--- src/inc/tct_pkg.sv ---
/*
 Holds the shared constants of the two-channel timer: register indices,
 field positions and reset values, and the controller's own map.
 Assumes both ends and the bench import it whole.
*/
// How it works
// - Debug break halts counter and captures
// - Clear-enable set: break clears stick afterwards
// - Clear-enable clear: break accesses keep flags
// - Prescaler runs only from bus clock
// - Each pin independently capture or compare
// - Counter reaching modulo sets overflow flag
// - Overflow clear: read set, write zero
// - Overflow request needs enable and flag
// - Halt bit freezes counter, set by reset
// - Halt bit also blocks input captures
// - Counter reset bit clears counter, prescaler
// - Halt plus counter reset holds zero
// - Prescale select divides by 1 to 64
// - High-byte read latches low byte once
// - Break latch holds until low read
// - Counter wraps to zero after modulo
// - Modulo high write blocks overflow until low
// - Reset sets modulo registers to ones
// - Software resets counter before modulo update
// - Channel flag on edge or match
// - Channel flag clear: read set, write zero
// - Software unhalts to clear flag, rehalts
// - Channel enable gates channel request
package tct_pkg;
    // ------------------------------------------------------------
    // Device register indices on the register link.
    // ------------------------------------------------------------
    localparam logic [2:0] IDX_SC = 3'h0;
    localparam logic [2:0] IDX_CNT_HI = 3'h1;
    localparam logic [2:0] IDX_CNT_LO = 3'h2;
    localparam logic [2:0] IDX_MOD_HI = 3'h3;
    localparam logic [2:0] IDX_MOD_LO = 3'h4;
    localparam logic [2:0] IDX_CH0 = 3'h5;
    localparam logic [2:0] IDX_CH1 = 3'h6;
    // ------------------------------------------------------------
    // Field positions and reset values.
    // ------------------------------------------------------------
    localparam int SC_FLAG_BIT = 7;
    localparam int SC_IE_BIT = 6;
    localparam int SC_HALT_BIT = 5;
    localparam int SC_RST_BIT = 4;
    localparam int SC_PS_LSB = 0;
    localparam logic [2:0] PS_UNUSED = 3'h7;
    localparam int CH_FLAG_BIT = 7;
    localparam int CH_IE_BIT = 6;
    localparam int CH_CMP_BIT = 4;
    localparam int CH_EDGE_LSB = 2;
    localparam logic [15:0] MOD_RESET = 16'hffff;
    localparam logic [15:0] CNT_RESET = 16'h0000;
    // ------------------------------------------------------------
    // Controller APB map.
    // ------------------------------------------------------------
    localparam logic [7:0] HOST_CMD = 8'h00;
    localparam logic [7:0] HOST_STAT = 8'h04;
    localparam int CMD_WRITE_BIT = 16;
    localparam int CMD_ADDR_LSB = 8;
    localparam int STAT_DATA_LSB = 8;
    typedef enum logic {TCT_IDLE = 1'b0, TCT_REQ = 1'b1} tct_state_t;
endpackage

--- src/inc/tct_reg_if.sv ---
/*
 Register link between the controller and the timer.
 Assumes one clock shared by both ends; the bench ties the instances.
*/
`timescale 1ns/1ps
`default_nettype none
interface tct_reg_if (
    input wire logic sys_clk
);
    logic sel;
    logic write;
    logic [2:0] addr;
    logic [7:0] wdata;
    logic [7:0] rdata;
    logic ready;
    modport dev (input sel, write, addr, wdata, output rdata, ready);
    modport host (output sel, write, addr, wdata, input rdata, ready);
endinterface
`default_nettype wire

--- src/logic/tct_timer.sv ---
/*
 The timer itself: prescaler, 16-bit modulo counter, two channels.
 Assumes the register link is driven on sys_clk and that break and
 clear-enable come from the system integration unit on the same clock.
*/
// Chosen here: the register offsets and the APB slave port.
`timescale 1ns/1ps
`default_nettype none
module tct_timer (
    input wire logic sys_clk,
    input wire logic rst,
    tct_reg_if.dev bus,
    input wire logic debugBreak,
    input wire logic breakClearEnable,
    input wire logic [1:0][15:0] chValue,
    input wire logic [1:0] chPinIn,
    output logic [1:0] chPinOut,
    output logic [1:0] chPinOe_n,
    output logic ovfIrq,
    output logic [1:0] chIrq
);
    import tct_pkg::*;

    logic overflow_flag;
    logic overflow_irq_enable;
    logic halt;
    logic [2:0] ps;
    logic tofArmed;
    logic [15:0] cnt;
    logic [15:0] modulo;
    logic [5:0] pre;
    logic modInhibit;
    logic [7:0] latchLow;
    logic latched;
    logic [7:0] rdata;
    logic ready;
    logic [1:0][7:0] chReg;

    // ------------------------------------------------------------
    // Link decode.
    // ------------------------------------------------------------
    // A request is taken once; ready masks the held select.
    wire take = bus.sel && !ready;
    wire wr = take && bus.write;
    wire rd = take && !bus.write;
    wire wrSc = wr && bus.addr == IDX_SC;
    wire rdSc = rd && bus.addr == IDX_SC;
    wire rdCntHi = rd && bus.addr == IDX_CNT_HI;
    wire rdCntLo = rd && bus.addr == IDX_CNT_LO;
    wire wrModHi = wr && bus.addr == IDX_MOD_HI;
    wire wrModLo = wr && bus.addr == IDX_MOD_LO;

    // ------------------------------------------------------------
    // Counting.
    // ------------------------------------------------------------
    // Break with clear-enable low freezes every flag side effect.
    wire flagsLocked = debugBreak && !breakClearEnable;
    wire running = !halt && !debugBreak;
    wire counterReset = wrSc && bus.wdata[SC_RST_BIT];
    // Only the bus clock feeds the divider; there is no pin source.
    wire [5:0] tickMask = 6'((7'h1 << ps) - 7'h1);
    wire tick = running && !counterReset && ps != PS_UNUSED
        && ((pre & tickMask) == tickMask);
    wire [15:0] nextCnt = (cnt == modulo) ? CNT_RESET
        : cnt + 16'h0001;
    wire ovfEvent = tick && nextCnt == modulo && !modInhibit;

    // Prescaler and counter; a counter reset wins over any tick.
    always_ff @(posedge sys_clk) begin
        if (rst || counterReset) begin
            pre <= 6'h00;
            cnt <= CNT_RESET;
        end else if (running) begin
            pre <= pre + 6'h01;
            if (tick) begin
                cnt <= nextCnt;
            end
        end
    end

    // ------------------------------------------------------------
    // Status and control register.
    // ------------------------------------------------------------
    // An overflow in the clearing cycle wins, so no request is lost.
    always_ff @(posedge sys_clk) begin
        if (rst) begin
            overflow_flag <= 1'b0;
            overflow_irq_enable <= 1'b0;
            halt <= 1'b1;
            ps <= 3'h0;
            tofArmed <= 1'b0;
        end else begin
            if (wrSc) begin
                overflow_irq_enable <= bus.wdata[SC_IE_BIT];
                halt <= bus.wdata[SC_HALT_BIT];
                ps <= bus.wdata[SC_PS_LSB +: 3];
            end
            if (ovfEvent) begin
                overflow_flag <= 1'b1;
            end else if (wrSc && !bus.wdata[SC_FLAG_BIT] && tofArmed
                && !flagsLocked) begin
                overflow_flag <= 1'b0;
            end
            if (ovfEvent) begin
                tofArmed <= 1'b0;
            end else if (rdSc && overflow_flag && !flagsLocked) begin
                tofArmed <= 1'b1;
            end else if (wrSc && !flagsLocked) begin
                tofArmed <= 1'b0;
            end
        end
    end

    assign ovfIrq = overflow_flag && overflow_irq_enable;

    // ------------------------------------------------------------
    // Counter read latch and modulo.
    // ------------------------------------------------------------
    // The latch is not a status bit, so a break does not stop it; it
    // simply waits for the low-byte read, even after the break ends.
    always_ff @(posedge sys_clk) begin
        if (rst || counterReset) begin
            latched <= 1'b0;
            latchLow <= 8'h00;
        end else if (rdCntHi && !latched) begin
            latched <= 1'b1;
            latchLow <= cnt[7:0];
        end else if (rdCntLo) begin
            latched <= 1'b0;
        end
    end

    // Writes go straight in; compare against a half-written value is
    // blocked only for the overflow flag, so reset the counter first.
    always_ff @(posedge sys_clk) begin
        if (rst) begin
            modulo <= MOD_RESET;
            modInhibit <= 1'b0;
        end else if (wrModHi) begin
            modulo[15:8] <= bus.wdata;
            modInhibit <= 1'b1;
        end else if (wrModLo) begin
            modulo[7:0] <= bus.wdata;
            modInhibit <= 1'b0;
        end
    end

    // ------------------------------------------------------------
    // Channels.
    // ------------------------------------------------------------
    for (genvar i = 0; i < 2; i++) begin : gCh
        logic [2:0] pinSync;
        logic flag;
        logic ie;
        logic cmpMode;
        logic [1:0] edgeSel;
        logic armed;
        logic pinLevel;
        wire rdCh = rd && bus.addr == 3'(IDX_CH0 + 3'(i));
        wire wrCh = wr && bus.addr == 3'(IDX_CH0 + 3'(i));
        // Edges come from synchronised stages one and two only.
        wire rise = pinSync[1] && !pinSync[2];
        wire fall = !pinSync[1] && pinSync[2];
        wire capEvent = !cmpMode && running
            && ((edgeSel[0] && rise) || (edgeSel[1] && fall));
        wire cmpEvent = cmpMode && tick && nextCnt == chValue[i];
        wire chEvent = capEvent || cmpEvent;

        // Pin input synchroniser; the pin is asynchronous to sys_clk.
        always_ff @(posedge sys_clk) begin
            if (rst) begin
                pinSync <= 3'h0;
            end else begin
                pinSync <= {pinSync[1:0], chPinIn[i]};
            end
        end

        // Control, flag with two-step clear, and compare output level.
        always_ff @(posedge sys_clk) begin
            if (rst) begin
                flag <= 1'b0;
                ie <= 1'b0;
                cmpMode <= 1'b0;
                edgeSel <= 2'h0;
                armed <= 1'b0;
                pinLevel <= 1'b0;
            end else begin
                if (wrCh) begin
                    ie <= bus.wdata[CH_IE_BIT];
                    cmpMode <= bus.wdata[CH_CMP_BIT];
                    edgeSel <= bus.wdata[CH_EDGE_LSB +: 2];
                end
                if (chEvent) begin
                    flag <= 1'b1;
                end else if (wrCh && !bus.wdata[CH_FLAG_BIT] && armed
                    && !flagsLocked) begin
                    flag <= 1'b0;
                end
                if (chEvent) begin
                    armed <= 1'b0;
                end else if (rdCh && flag && !flagsLocked) begin
                    armed <= 1'b1;
                end else if (wrCh && !flagsLocked) begin
                    armed <= 1'b0;
                end
                if (cmpEvent) begin
                    case (edgeSel)
                        2'h1: pinLevel <= !pinLevel;
                        2'h2: pinLevel <= 1'b0;
                        2'h3: pinLevel <= 1'b1;
                        default: pinLevel <= pinLevel;
                    endcase
                end
            end
        end

        // Selection of pin ownership; edge select zero leaves the port.
        assign chPinOut[i] = pinLevel;
        assign chPinOe_n[i] = !(cmpMode && edgeSel != 2'h0);
        assign chIrq[i] = flag && ie;
        assign chReg[i] = {flag, ie, 1'b0, cmpMode, edgeSel, 2'h0};
    end

    // ------------------------------------------------------------
    // Read data and answer.
    // ------------------------------------------------------------
    // The reset bit always reads zero; unused indices read zero.
    wire [7:0] scRead = {overflow_flag, overflow_irq_enable, halt, 1'b0, 1'b0, ps};
    wire [7:0] cntLoRead = latched ? latchLow : cnt[7:0];
    wire [7:0] readMux = (bus.addr == IDX_SC) ? scRead
        : (bus.addr == IDX_CNT_HI) ? cnt[15:8]
        : (bus.addr == IDX_CNT_LO) ? cntLoRead
        : (bus.addr == IDX_MOD_HI) ? modulo[15:8]
        : (bus.addr == IDX_MOD_LO) ? modulo[7:0]
        : (bus.addr == IDX_CH0) ? chReg[0]
        : (bus.addr == IDX_CH1) ? chReg[1]
        : 8'h00;

    // One-cycle answer to every request, read or write.
    always_ff @(posedge sys_clk) begin
        if (rst) begin
            ready <= 1'b0;
            rdata <= 8'h00;
        end else begin
            ready <= take;
            if (rd) begin
                rdata <= readMux;
            end
        end
    end

    assign bus.ready = ready;
    assign bus.rdata = rdata;
endmodule // tct_timer
`default_nettype wire

--- src/flat_wrapper.sv ---
// flat-port wrapper written by rule: the top's interface ports become plain ports
module tct_timer_flat import tct_pkg::*;
  (sys_clk, rst, debugBreak, breakClearEnable, chValue, chPinIn, chPinOut, chPinOe_n, ovfIrq, chIrq, bus_sel, bus_write, bus_addr, bus_wdata, bus_rdata, bus_ready);
  tct_reg_if bus_i (.sys_clk(sys_clk));
  input wire logic sys_clk;
  input wire logic rst;
  input wire logic debugBreak;
  input wire logic breakClearEnable;
  input wire logic [1:0][15:0] chValue;
  input wire logic [1:0] chPinIn;
  output logic [1:0] chPinOut;
  output logic [1:0] chPinOe_n;
  output logic ovfIrq;
  output logic [1:0] chIrq;
  input wire logic [$bits(bus_i.sel)-1:0] bus_sel;
  input wire logic [$bits(bus_i.write)-1:0] bus_write;
  input wire logic [$bits(bus_i.addr)-1:0] bus_addr;
  input wire logic [$bits(bus_i.wdata)-1:0] bus_wdata;
  output wire logic [$bits(bus_i.rdata)-1:0] bus_rdata;
  output wire logic [$bits(bus_i.ready)-1:0] bus_ready;
  assign bus_i.sel = bus_sel;
  assign bus_i.write = bus_write;
  assign bus_i.addr = bus_addr;
  assign bus_i.wdata = bus_wdata;
  assign bus_rdata = bus_i.rdata;
  assign bus_ready = bus_i.ready;
  tct_timer u_core (.sys_clk(sys_clk), .rst(rst), .bus(bus_i), .debugBreak(debugBreak), .breakClearEnable(breakClearEnable), .chValue(chValue), .chPinIn(chPinIn), .chPinOut(chPinOut), .chPinOe_n(chPinOe_n), .ovfIrq(ovfIrq), .chIrq(chIrq));
endmodule
--- config.mk ---
export PLATFORM = sky130hd
export DESIGN_NAME = tct_timer_flat
export DESIGN_NICKNAME = d
export VERILOG_FILES = /design/src/inc/tct_pkg.sv /design/src/inc/tct_reg_if.sv /design/src/logic/tct_timer.sv /design/src/flat_wrapper.sv
export SDC_FILE = /design/constraint.sdc
export NUM_CORES = 1
export LEC_CHECK = 0
export BUFFER_PORTS_ARGS = -buffer_cell sky130_fd_sc_hd__buf_4
export CAP_MARGIN = 20
export CORE_ASPECT_RATIO = 0.6
export CORE_MARGIN = 5
export CORE_UTILIZATION = 40
export CTS_CLUSTER_DIAMETER = 150
export CTS_CLUSTER_SIZE = 16
export DETAILED_ROUTE_END_ITERATION = 10
export PLACE_DENSITY = 0.58
export SLEW_MARGIN = 20
export SYNTH_ARGS = -nofsm -noshare
export SYNTH_HDL_FRONTEND = slang
export SYNTH_SLANG_ARGS = --single-unit
export TNS_END_PERCENT = 1
--- constraint.sdc ---
create_clock -name sys_clk -period 3.1 [get_ports sys_clk]
set_clock_uncertainty 0.05 [all_clocks]
set_input_delay 0.155 -clock sys_clk [delete_from_list [all_inputs] [get_ports sys_clk]]
set_output_delay 0.155 -clock sys_clk [all_outputs]
set_load 0.01 [all_outputs]
==> flow_summary.toml <==
[sta]
slew_headroom_pct = 51.97
drv_slew = 0
fin_crit_sh_pct = 97.48
worst_slew_pin_slew_ns = 0.7197
tns_ns = 0
max_freq_mhz = 330.9
min_period_ns = 3.022
hold_viol = 0
setup_viol = 0
rsz0062_at_grt = "true"

[worst_setup_path]
critPathTopFamily = "compound AO/OA/AOI/OAI gates"
critPathBufInv = 0
path_class = "register to register"
cp_max_fo = 8
critPathMaxStageDelay_ns = 0.53
slowest_stage = "o41a_1"
crit_chain = "nand4_4 > o41a_1 > o41a_1 > o32a_1 > o2bb2ai_2 > or4b_1 > a31oi_1"
worstPathArrival_ns = 3.24
crit_path_end_kind = "register"
crit_path_frequent_cell = "o41a_1"
crit_required_ns = 3.32
critPathLaunchType = "register"

[pwr]
power.density_nw_per_um2 = 356.2
max-vdd-ir-drop_mv = 0.2267
power.leakage_nw = 2.665
finalPower_mw = 2.482

[place]
gp_congestion = 0.9704
dpl.hpwl_um = 15700
port_buffers = 66

[clocking]
clk_path_buf_depth = 2
clk_pin_slew_worst_paths_ns = 0.07
clk_root_buffer_cell = "clkbuf_16"
cts_buffers = 9
clk_latency_ns = 0.34
clock-sinks = 84
cts_max_level = 3
cts_tree = "built"

[synth]
yosys.area.top_type_share_pct = 30.02
synth.most_common_cell = "dfxtp_1"
synth-main-ff-cell = "dfxtp_1"
syn_nets = 762
syn_area_um2 = 5602
syn_inst = 709
avgSynthCellArea_um2 = 7.901
yosys_register_bits = 84
ys_types = 69
ys_top_cells_by_area = "dfxtp_1 30%, mux2i_1 7.7%, nor2_1 5.5%"
async_flop_share_pct = 0
synth_top_area_cell = "dfxtp_1"
ys_warn_count = 0
synth_edf_count = 0
ys_seq_area_share_pct = 30.02
yosys-top-cells-count = "84 x dfxtp_1, 82 x nor2_1, 66 x nand2_1"

[global_routing]
grt_pass1_wl_um = 31420
antenna_found_initial = 0
first_global_vias = 5502
gr-total-overflow = 0
grt_usage_pct = 24.53
grt_max_degree = 35

[drt]
drt-initial-drc-count = 678
ant_nets = 0
firstDrtPassIters = 5
wire_per_inst_um = 20.91
drc = 0
vias = 5996
routed_wirelength_um = 20660
vias_per_cell = 6.069

[die]
rows = 33
dieArea_um2 = 16550
die_h_um = 101.7
chipWidth_um = 162.8
io_pins = 67
core_region_area_um2 = 13670
initial_core_util_pct = 40.99

[layout]
nets = 844
diodes = 0
area_growth_pct = 24.39
drive_gt1_share_pct = 22.11
final_core_util_pct = 50.98

[status]
outcome = "completed"

[job]
drv_cap = 0

[min_path]
worstHoldPathType = "input port to register"
[placed cells by master, fill, tap and decap left out, drive strengths merged, types with 5 or more instances in the layout]
| cell type | synthesis | final |
|---|---|---|
| nand2b | 5 | 5 |
| buf | 16 | 126 |
| a211oi | 9 | 9 |
| a22oi | 5 | 5 |
| nor4 | 16 | 16 |
| inv | 15 | 17 |
| clkbuf | 41 | 10 |
| nand3 | 22 | 22 |
| a221oi | 7 | 7 |
| a21oi | 34 | 34 |
| nand4 | 21 | 21 |
| nor3 | 13 | 13 |
| dfxtp | 84 | 84 |
| a31oi | 11 | 11 |
| nand3b | 11 | 11 |
| xor2 | 31 | 31 |
| and3 | 11 | 11 |
| mux2i | 43 | 43 |
| nor2b | 18 | 18 |
| xnor2 | 9 | 9 |
| o32ai | 6 | 6 |
| or3 | 8 | 8 |
| nand2 | 66 | 66 |
| o22ai | 5 | 5 |
| and2 | 7 | 7 |
| nor2 | 82 | 82 |
| o21ai | 39 | 39 |
[layer usage]
layer  global-route usage [%]  routed length (um)
met5                        0                   0
met4                    4.317                 252
met1                    36.61                9582
met3                    8.662                2482
met2                    34.20                8339
[path summary, 6_finish.rpt]
check                                           start                                   to  slack, ns  depth (start not counted)
hold reg to reg   u_core.gCh[0].pinSync[0]$_SDFF_PP0_  u_core.gCh[0].pinSync[1]$_SDFF_PP0_       0.41                          1
setup / recovery           u_core.cnt[8]$_SDFFE_PP0P_  u_core.gCh[1].pinLevel$_SDFFE_PP0P_       0.08                          7
hold / removal                           bus_wdata[0]        u_core.modulo[0]$_SDFFE_PP1P_       0.03                          3
setup reg to reg           u_core.cnt[8]$_SDFFE_PP0P_  u_core.gCh[1].pinLevel$_SDFFE_PP0P_       0.08                          7
[sequential cells by signal, summed over array words and instances, names as in the netlist, 3 cells and up]
name and cells:
u_core.bus.rdata 8, u_core.cnt 16, u_core.gCh.edgeSel 4, u_core.gCh.pinSync 6, u_core.latchLow 8, u_core.modulo 16, u_core.pre 6, u_core.ps 3
[cell families (layout without fill, tap and decap cells)]
logic type / after synthesis / in the layout / share of synthesized area [%]
AOI/OAI and AO/OA: 154 / 154 / 18.29
muxes: 50 / 50 / 9.962
adders and majority gates: 2 / 2 / 0.4467
buffers and inverters: 72 / 159 / 5.405
and+or+nand+nor: 305 / 305 / 28.68
xor gates and xnor gates: 42 / 42 / 7.192
DFF: 84 / 84 / 30.02
[area by class of cell]
type / count / area [um2]
well taps: 192 / 240.2
fillers: 1322 / 6699
inverters: 15 / 56.30
flip-flops and latches: 84 / 1685
clock buffers: 10 / 229.0
repair buffers: 128 / 978.4
clock inverters: 6 / 71.32
multi-input cells: 553 / 3707
[worst register-to-register path, delay by kind of cell (launching register included)]
family	cells	cell delay, ns
AND/OR/NAND/NOR	2	0.73
flip-flops	1	0.52
AO/OA/AOI/OAI	5	1.64
[metrics by stage]
step / instances / setup WS, ns / hold WS (ns) / cell area, um2
2_1_floorplan: 709 / 0.2454 / 0.2301 / 5602
3_3_place_gp: 968 / -0.02448 / 0.3194 / 6550
3_5_place_dp: 968 / -0.1217 / 0.3330 / 6550
4_1_cts: 986 / 0.007705 / 0.01211 / 6888
5_1_grt: 988 / -0.03945 / 0.02021 / 6968
6_report: 988 / 0.07812 / 0.03355 / 6968
[report_power, final]
group	leakage (nW)	switching, mW	internal [mW]
registers	0.682	0.0157	1.10
logic	1.84	0.142	0.118
clock network	0.140	0.479	0.632
total	2.66	0.637	1.85
[what timing repair did]
action                                  4_1_cts  5_1_grt
pin swaps                                     0        0
hold buffers                                  2        0
hold endpoints to repair                      2        0
endpoints found under the setup margin        5        7
gates resized for setup                       3       15
gates cloned                                  0        0
setup buffers                                 0        2
No activity file was read; power rests on OpenSTA's default activity.
